File: src/shared/bscan_pkg.sv
// constants and types for the boundary-scan test port
// How it works
// bypass instruction puts one-bit register between serial input and output
// sample/preload captures pin values into boundary cells while core runs
// sample/preload shifts a pattern into cells, ready to drive later
// extest drives output pins from cells and captures input pins
// clamp holds pins from cells while bypass bit forms serial path
// identification instruction shifts the identification code out
// user code instruction shifts a 32-bit user code out
// without test interface the four test pins act as user pins
// programming instructions are accepted over the same test port
// controller walks sixteen-state machine with mode pin on rising test clock
// unknown opcodes act as bypass; reset loads identification instruction
package bscan_pkg;
   // ----------------------------------------
   // instruction register
   // ----------------------------------------
   localparam int IR_LEN = 4;
   localparam logic [IR_LEN-1:0] OP_EXTEST = 4'h0;
   localparam logic [IR_LEN-1:0] OP_SAMPLE = 4'h1;
   localparam logic [IR_LEN-1:0] OP_IDCODE = 4'h2;
   localparam logic [IR_LEN-1:0] OP_USERCODE = 4'h3;
   localparam logic [IR_LEN-1:0] OP_CLAMP = 4'h4;
   localparam logic [IR_LEN-1:0] OP_ISP_WRITE = 4'h8;
   localparam logic [IR_LEN-1:0] OP_ISP_READ = 4'h9;
   localparam logic [IR_LEN-1:0] OP_BYPASS = 4'hF;
   localparam logic [IR_LEN-1:0] IR_CAPTURE = 4'h1;
   // ----------------------------------------
   // data register widths
   // ----------------------------------------
   localparam int ID_LEN = 32;
   localparam int UC_LEN = 32;
   // ----------------------------------------
   // controller states
   // ----------------------------------------
   typedef enum logic [3:0] {
      TEST_LOGIC_RESET, RUN_IDLE,
      SELECT_DR, CAPTURE_DR, SHIFT_DR, EXIT1_DR, PAUSE_DR, EXIT2_DR, UPDATE_DR,
      SELECT_IR, CAPTURE_IR, SHIFT_IR, EXIT1_IR, PAUSE_IR, EXIT2_IR, UPDATE_IR
   } tap_state_e;
   // ----------------------------------------
   // selected data path
   // ----------------------------------------
   typedef enum logic [2:0] {
      PATH_BYPASS, PATH_BOUNDARY, PATH_IDCODE, PATH_USERCODE, PATH_ISP
   } dr_path_e;
endpackage

File: src/rtl/bscan_port.sv
// boundary-scan test access port, sampled on the core clock
`timescale 1ns/1ns
module bscan_port
   import bscan_pkg::*;
#(
   parameter int PINS = 8,
   parameter int ISP_LEN = 16,
   parameter logic [31:0] IDCODE_VALUE = 32'h0000_0001, // arbitrary value
   parameter logic [31:0] USERCODE_VALUE = 32'h0000_0000 // arbitrary value
) (
   input wire logic CORE_CLK,
   input wire logic RESETN,
   input wire logic JTAG_ENABLE,
   input wire logic TCK,
   input wire logic TMS,
   input wire logic TDI,
   input wire logic TDO_IN,
   output logic TDO_OUT,
   output logic TDO_OE_N,
   output logic USER_TCK,
   output logic USER_TMS,
   output logic USER_TDI,
   output logic USER_TDO,
   input wire logic USER_TDO_DATA,
   input wire logic USER_TDO_OE_N,
   input wire logic [PINS-1:0] CORE_OUT,
   input wire logic [PINS-1:0] PIN_IN,
   output logic [PINS-1:0] PIN_OUT,
   output logic [PINS-1:0] CORE_IN,
   output logic ISP_WRITE,
   output logic [ISP_LEN-1:0] ISP_WDATA,
   input wire logic [ISP_LEN-1:0] ISP_RDATA,
   output logic [IR_LEN-1:0] INSTR
);
   // ----------------------------------------
   // pin synchronisers
   // ----------------------------------------
   logic [3:0] sync1_reg;
   logic [3:0] sync2_reg;
   logic [PINS-1:0] pin1_reg;
   logic [PINS-1:0] pin2_reg;
   logic tck_d_reg;
   logic tck_s, tms_s, tdi_s, tdo_in_s;
   logic tck_rise, tck_fall;

   always_ff @(posedge CORE_CLK or negedge RESETN) begin
      if (!RESETN) begin
         sync1_reg <= 4'h0;
         sync2_reg <= 4'h0;
         tck_d_reg <= 1'b0;
      end else begin
         sync1_reg <= {TDO_IN, TDI, TMS, TCK};
         sync2_reg <= sync1_reg;
         tck_d_reg <= sync2_reg[0];
      end
   end

   always_ff @(posedge CORE_CLK or negedge RESETN) begin
      if (!RESETN) begin
         pin1_reg <= '0;
         pin2_reg <= '0;
      end else begin
         pin1_reg <= PIN_IN;
         pin2_reg <= pin1_reg;
      end
   end

   assign tck_s = sync2_reg[0];
   assign tms_s = sync2_reg[1];
   assign tdi_s = sync2_reg[2];
   assign tdo_in_s = sync2_reg[3];
   assign tck_rise = JTAG_ENABLE && tck_s && !tck_d_reg;
   assign tck_fall = JTAG_ENABLE && !tck_s && tck_d_reg;

   // ----------------------------------------
   // user pin mode
   // ----------------------------------------
   // test pins become user pins when the test interface is off
   assign USER_TCK = JTAG_ENABLE ? 1'b0 : tck_s;
   assign USER_TMS = JTAG_ENABLE ? 1'b0 : tms_s;
   assign USER_TDI = JTAG_ENABLE ? 1'b0 : tdi_s;
   assign USER_TDO = JTAG_ENABLE ? 1'b0 : tdo_in_s;
   assign CORE_IN = pin2_reg;

   // ----------------------------------------
   // controller
   // ----------------------------------------
   tap_state_e state_reg, state_next;

   always_comb begin
      state_next = state_reg;
      case (state_reg)
         TEST_LOGIC_RESET: state_next = tms_s ? TEST_LOGIC_RESET : RUN_IDLE;
         RUN_IDLE: state_next = tms_s ? SELECT_DR : RUN_IDLE;
         SELECT_DR: state_next = tms_s ? SELECT_IR : CAPTURE_DR;
         CAPTURE_DR: state_next = tms_s ? EXIT1_DR : SHIFT_DR;
         SHIFT_DR: state_next = tms_s ? EXIT1_DR : SHIFT_DR;
         EXIT1_DR: state_next = tms_s ? UPDATE_DR : PAUSE_DR;
         PAUSE_DR: state_next = tms_s ? EXIT2_DR : PAUSE_DR;
         EXIT2_DR: state_next = tms_s ? UPDATE_DR : SHIFT_DR;
         UPDATE_DR: state_next = tms_s ? SELECT_DR : RUN_IDLE;
         SELECT_IR: state_next = tms_s ? TEST_LOGIC_RESET : CAPTURE_IR;
         CAPTURE_IR: state_next = tms_s ? EXIT1_IR : SHIFT_IR;
         SHIFT_IR: state_next = tms_s ? EXIT1_IR : SHIFT_IR;
         EXIT1_IR: state_next = tms_s ? UPDATE_IR : PAUSE_IR;
         PAUSE_IR: state_next = tms_s ? EXIT2_IR : PAUSE_IR;
         EXIT2_IR: state_next = tms_s ? UPDATE_IR : SHIFT_IR;
         UPDATE_IR: state_next = tms_s ? SELECT_DR : RUN_IDLE;
         default: state_next = TEST_LOGIC_RESET;
      endcase
   end

   always_ff @(posedge CORE_CLK or negedge RESETN) begin
      if (!RESETN) begin
         state_reg <= TEST_LOGIC_RESET;
      end else if (!JTAG_ENABLE) begin
         state_reg <= TEST_LOGIC_RESET;
      end else if (tck_rise) begin
         state_reg <= state_next;
      end
   end

   // ----------------------------------------
   // instruction register
   // ----------------------------------------
   logic [IR_LEN-1:0] ir_shift_reg;
   logic [IR_LEN-1:0] ir_reg;
   dr_path_e path;

   always_ff @(posedge CORE_CLK or negedge RESETN) begin
      if (!RESETN) begin
         ir_shift_reg <= '0;
         ir_reg <= OP_IDCODE;
      end else if (state_reg == TEST_LOGIC_RESET) begin
         ir_reg <= OP_IDCODE;
      end else if (tck_rise) begin
         if (state_reg == CAPTURE_IR) begin
            ir_shift_reg <= IR_CAPTURE;
         end else if (state_reg == SHIFT_IR) begin
            ir_shift_reg <= {tdi_s, ir_shift_reg[IR_LEN-1:1]};
         end else if (state_reg == UPDATE_IR) begin
            ir_reg <= ir_shift_reg;
         end
      end
   end

   assign INSTR = ir_reg;

   always_comb begin
      case (ir_reg)
         OP_EXTEST: path = PATH_BOUNDARY;
         OP_SAMPLE: path = PATH_BOUNDARY;
         OP_IDCODE: path = PATH_IDCODE;
         OP_USERCODE: path = PATH_USERCODE;
         OP_CLAMP: path = PATH_BYPASS;
         OP_ISP_WRITE: path = PATH_ISP;
         OP_ISP_READ: path = PATH_ISP;
         default: path = PATH_BYPASS;
      endcase
   end

   // ----------------------------------------
   // data registers
   // ----------------------------------------
   logic bypass_reg;
   logic [PINS-1:0] bsr_shift_reg;
   logic [PINS-1:0] bsr_update_reg;
   logic [ID_LEN-1:0] id_shift_reg;
   logic [UC_LEN-1:0] uc_shift_reg;
   logic [ISP_LEN-1:0] isp_shift_reg;
   logic dr_cap, dr_sh, dr_upd;

   assign dr_cap = tck_rise && state_reg == CAPTURE_DR;
   assign dr_sh = tck_rise && state_reg == SHIFT_DR;
   assign dr_upd = tck_rise && state_reg == UPDATE_DR;

   always_ff @(posedge CORE_CLK or negedge RESETN) begin
      if (!RESETN) begin
         bypass_reg <= 1'b0;
      end else if (dr_cap && path == PATH_BYPASS) begin
         bypass_reg <= 1'b0;
      end else if (dr_sh && path == PATH_BYPASS) begin
         bypass_reg <= tdi_s;
      end
   end

   always_ff @(posedge CORE_CLK or negedge RESETN) begin
      if (!RESETN) begin
         bsr_shift_reg <= '0;
      end else if (dr_cap && path == PATH_BOUNDARY) begin
         bsr_shift_reg <= pin2_reg;
      end else if (dr_sh && path == PATH_BOUNDARY) begin
         bsr_shift_reg <= {tdi_s, bsr_shift_reg[PINS-1:1]};
      end
   end

   // update latch keeps its pattern across clamp and bypass
   always_ff @(posedge CORE_CLK or negedge RESETN) begin
      if (!RESETN) begin
         bsr_update_reg <= '0;
      end else if (dr_upd && path == PATH_BOUNDARY) begin
         bsr_update_reg <= bsr_shift_reg;
      end
   end

   always_ff @(posedge CORE_CLK or negedge RESETN) begin
      if (!RESETN) begin
         id_shift_reg <= '0;
      end else if (dr_cap && path == PATH_IDCODE) begin
         id_shift_reg <= IDCODE_VALUE;
      end else if (dr_sh && path == PATH_IDCODE) begin
         id_shift_reg <= {tdi_s, id_shift_reg[ID_LEN-1:1]};
      end
   end

   always_ff @(posedge CORE_CLK or negedge RESETN) begin
      if (!RESETN) begin
         uc_shift_reg <= '0;
      end else if (dr_cap && path == PATH_USERCODE) begin
         uc_shift_reg <= USERCODE_VALUE;
      end else if (dr_sh && path == PATH_USERCODE) begin
         uc_shift_reg <= {tdi_s, uc_shift_reg[UC_LEN-1:1]};
      end
   end

   // ----------------------------------------
   // programming data path
   // ----------------------------------------
   always_ff @(posedge CORE_CLK or negedge RESETN) begin
      if (!RESETN) begin
         isp_shift_reg <= '0;
      end else if (dr_cap && path == PATH_ISP) begin
         isp_shift_reg <= (ir_reg == OP_ISP_READ) ? ISP_RDATA : '0;
      end else if (dr_sh && path == PATH_ISP) begin
         isp_shift_reg <= {tdi_s, isp_shift_reg[ISP_LEN-1:1]};
      end
   end

   always_ff @(posedge CORE_CLK or negedge RESETN) begin
      if (!RESETN) begin
         ISP_WRITE <= 1'b0;
         ISP_WDATA <= '0;
      end else begin
         ISP_WRITE <= dr_upd && ir_reg == OP_ISP_WRITE;
         if (dr_upd && ir_reg == OP_ISP_WRITE) begin
            ISP_WDATA <= isp_shift_reg;
         end
      end
   end

   // ----------------------------------------
   // pin drive
   // ----------------------------------------
   logic pins_from_cells;
   assign pins_from_cells = ir_reg == OP_EXTEST || ir_reg == OP_CLAMP;

   always_ff @(posedge CORE_CLK or negedge RESETN) begin
      if (!RESETN) begin
         PIN_OUT <= '0;
      end else begin
         PIN_OUT <= pins_from_cells ? bsr_update_reg : CORE_OUT;
      end
   end

   // ----------------------------------------
   // serial output, changes on falling test clock
   // ----------------------------------------
   logic tdo_reg, tdo_en_reg, tdo_bit;

   always_comb begin
      case (path)
         PATH_BOUNDARY: tdo_bit = bsr_shift_reg[0];
         PATH_IDCODE: tdo_bit = id_shift_reg[0];
         PATH_USERCODE: tdo_bit = uc_shift_reg[0];
         PATH_ISP: tdo_bit = isp_shift_reg[0];
         default: tdo_bit = bypass_reg;
      endcase
   end

   always_ff @(posedge CORE_CLK or negedge RESETN) begin
      if (!RESETN) begin
         tdo_reg <= 1'b0;
         tdo_en_reg <= 1'b0;
      end else if (!JTAG_ENABLE) begin
         tdo_en_reg <= 1'b0;
      end else if (tck_fall) begin
         tdo_en_reg <= state_reg == SHIFT_DR || state_reg == SHIFT_IR;
         tdo_reg <= (state_reg == SHIFT_IR) ? ir_shift_reg[0] : tdo_bit;
      end
   end

   assign TDO_OUT = JTAG_ENABLE ? tdo_reg : USER_TDO_DATA;
   assign TDO_OE_N = JTAG_ENABLE ? !tdo_en_reg : USER_TDO_OE_N;
endmodule

File: config.mk
export PLATFORM = sky130hd
export DESIGN_NAME = bscan_port
export DESIGN_NICKNAME = d
export VERILOG_FILES = /design/src/shared/bscan_pkg.sv /design/src/rtl/bscan_port.sv
export SDC_FILE = /design/constraint.sdc
export NUM_CORES = 1
export LEC_CHECK = 0
export BUFFER_PORTS_ARGS = -buffer_cell sky130_fd_sc_hd__buf_4
export CORE_ASPECT_RATIO = 0.7
export CORE_MARGIN = 1.5
export CORE_UTILIZATION = 42
export CTS_BUF_LIST = sky130_fd_sc_hd__clkbuf_8
export DETAILED_ROUTE_END_ITERATION = 16
export PLACE_DENSITY_LB_ADDON = 0.2
export RECOVER_POWER = 100
export SYNTH_ARGS = -nofsm -noshare
export SYNTH_HDL_FRONTEND = slang
export SYNTH_SLANG_ARGS = --single-unit
File: constraint.sdc
create_clock -name CORE_CLK -period 2.8 [get_ports CORE_CLK]
set_input_delay 0.14 -clock CORE_CLK [delete_from_list [all_inputs] [get_ports CORE_CLK]]
set_output_delay 0.14 -clock CORE_CLK [all_outputs]
set_load 0.02 [all_outputs]
==> flow_metrics.py <==
metrics = {
    "status": {
        "outcome": "finished, violations left",
        "violations": "max-capacitance violations, max-slew violations",
    },
    "floorplan": {
        "rows": 38,
        "ioPinCount": 84,
        "core_area_um2": 15600,
        "dieArea_um2": 16800,
        "initial_core_util_pct": 43.14,
        "dieWidth_um": 154.3,
        "die_h_um": 108.9,
    },
    "placed_design": {
        "io_buffers": 83,
        "place_congestion": 0.8234,
        "hpwl_um": 9015,
        "pre_cts_slack_ps": 518.3,
    },
    "synth": {
        "avgSynthCellArea_um2": 10.53,
        "synth_cell_type_count": 55,
        "syn_nets": 680,
        "ys.flop_type": "dfrtp_1",
        "synth_commonest_cells": "171 x nand2_1, 160 x dfrtp_1, 49 x o21ai_0",
        "synth-seq-cells": 161,
        "syn_inst": 639,
        "synth-edff-count": 0,
        "yosysSeqAreaShare_pct": 59.90,
        "yosys_warnings": 0,
        "ys_async_sr_fraction_pct": 100.0,
        "yosysMostFrequentCell": "nand2_1",
        "synth.top_cell.area_share_pct": 59.51,
        "synth_area_leaders": "dfrtp_1 60%, nand2_1 9.5%, mux2_2 4.2%",
        "syn_area_um2": 6728,
        "yosys.area.top_type": "dfrtp_1",
    },
    "timing": {
        "slew-limit-headroom_pct": -6.097,
        "worst_slew_pin_slew_ps": 1591,
        "finalHoldViolCount": 0,
        "period_needed_ps": 2421,
        "fin_tns_setup_ps": 0,
        "skew_ps": 17.23,
        "setup_viol": 0,
        "period_share_pct": 86.47,
        "maxSlewViolCount": 66,
        "setup_slack_ps": 378.8,
        "max_freq_mhz": 413.0,
        "rsz0062_at_grt": "no",
    },
    "critical_path": {
        "r2r_slack_ps": 380,
        "cpLargestDelayFamily": "simple AND/OR/NAND/NOR gates",
        "critical_path_buf_inv_count": 1,
        "cp-start-kind": "flip-flop",
        "max_stage_delay_ps": 680,
        "rr_endpoint": "id_shift_reg[23]",
        "r2r-start": "state_reg[2]",
        "cp_slowest_cell": "dfrtp_1",
        "cp_data_arrival_time_ps": 2770,
        "end_kind": "flip-flop",
        "cp_cell_sequence": "nand4bb_4 -> or2_2 -> buf_4 -> nand2_1 -> o21ai_0",
        "worstPathRequired_ps": 3140,
        "cp_max_fo": 78,
        "crit_type": "reg2reg",
        "rr_worst_depth": 5,
    },
    "routing": {
        "routed_wirelength_um": 13780,
        "vias": 4779,
        "drc": 0,
        "dr.pass1.iters": 5,
        "drt_iter0_markers": 250,
        "vias_per_cell": 5.073,
        "final_antenna_net_count": 0,
        "wl_per_cell_um": 14.63,
    },
    "clocking": {
        "clk_path_buf_depth": 2,
        "tritoncts": "yes",
        "htree_num_levels": 4,
        "cts.sinks": 161,
        "holdBufCountCts": 21,
        "clkTransAtPathRegs_ps": 90,
        "post_cts_buffers": 0,
        "clock_latency_ps": 450,
        "root_buffer": "clkbuf_8",
        "ctsResizeCount": 0,
        "cts_made_buffers": 17,
    },
    "final_layout": {
        "antenna_cells": 0,
        "multiInputGateArea_um2": 2450,
        "regArea_um2": 4030,
        "syn2layout_area_growth_pct": 17.93,
        "drive_gt1_share_pct": 17.92,
        "fillCellCount": 1435,
        "fin_nets": 770,
    },
    "global_routing": {
        "grt_pass1_wl_um": 23380,
        "grt_overflow": 0,
        "grt_use_total_pct": 17.81,
        "grt_start_max_net_pins": 79,
        "antenna_found_initial": 0,
        "grt_pass1_vias": 4585,
    },
    "min_path": {
        "hold_class": "in2reg",
        "hold-path-endpoint": "isp_shift_reg[11]",
        "min_path_cells": 3,
        "worstHoldStart": "ISP_RDATA[11]",
    },
    "power": {
        "peakVddDrop_mv": 0.3022,
        "leakage_nw": 3.475,
        "power_density_nw_per_um2": 562.8,
    },
    "run": {
        "cap_violations": 1,
    },
}
==> worst min-delay path, stage by stage <==
cell and delay, ps:
buf_4 80, a21oi_1 60, o31ai_2 160
==> layer usage <==
| metal | track usage [%] | vias to the layer above | share of wire (%) |
|---|---|---|---|
| met1 | 25.48 | 2312 | 51 |
| met3 | 3.657 | 10 | 4.7 |
| met2 | 27.54 | 106 | 44 |
| met5 | 0 | - | 0 |
| met4 | 5.495 | 0 | 0.86 |
| li1 | - | 2351 | - |
==> metrics by stage <==
stage	hold WS [ps]	area, um^2	total power [mW]	utilization, %	cells
finish	26.54	7934	4.465	50.87	942
global route	10.82	7934	4.658	50.87	942
detailed placement	161.0	7540	2.658	48.35	889
global placement	155.4	7540	2.653	48.35	889
floorplan	-155.6	6728	2.513	-	639
CTS	1.639	8182	4.532	52.46	942
==> placed cells by master (no fill, tap or decap), drive strengths merged, types with 2 or more instances in the layout <==
cell and n:
o21ai 87, and3b 2, nor3 6, o22ai 8, inv 12, nor2b 10, nor2 29, and4bb 2
dfrtp 160, buf 34, nor3b 2, nand4 3, clkbuf 77, clkinv 3, nand3 3, o31ai 17
and3 2, bufinv 3, a21oi 24, mux2i 5, dlygate4sd3 21, a31oi 2, nand2 171, o211ai 4
or2 2, mux2 34
==> final cells by class <==
cell class / instances / share of cell area, %
inverters: 4 / 0.1892
clock buffers: 17 / 2.949
multi-input cells: 430 / 30.88
well taps: 200 / 3.154
clock inverters: 15 / 2.492
flip-flops and latches: 161 / 50.80
repair buffers: 115 / 9.541
==> logic make-up (layout without fill, tap and decap cells) <==
kind of cell | after synthesis | count (layout) | synth area share [%]
and+or+nand+nor | 239 | 239 | 16.14
DFF | 161 | 161 | 59.90
AOI/OAI and AO/OA | 151 | 151 | 13.65
buffers and inverters | 48 | 151 | 3.236
muxes | 39 | 39 | 6.937
xor gates and xnor gates | 1 | 1 | 0.1302
==> worst max-delay path by stage <==
stage	startpoint	endpoint	slack (ps)	cells after the start
after floorplan	INSTR[3]	ISP_WDATA[10]	880	6
after global placement	state_reg[2]	bsr_shift_reg[3]	650	3
after detailed placement	state_reg[1]	bsr_shift_reg[4]	520	3
after CTS	state_reg[1]	bsr_shift_reg[3]	490	3
after global routing	state_reg[2]	isp_shift_reg[1]	120	5
final	state_reg[2]	id_shift_reg[23]	380	5
==> power by group <==
part / switching, mW / internal (mW)
logic: 0.129 / 0.0933
registers: 0.0333 / 2.35
clock network: 0.939 / 0.916
total: 1.10 / 3.36
Note: power is estimated with default switching activity, not from simulation.
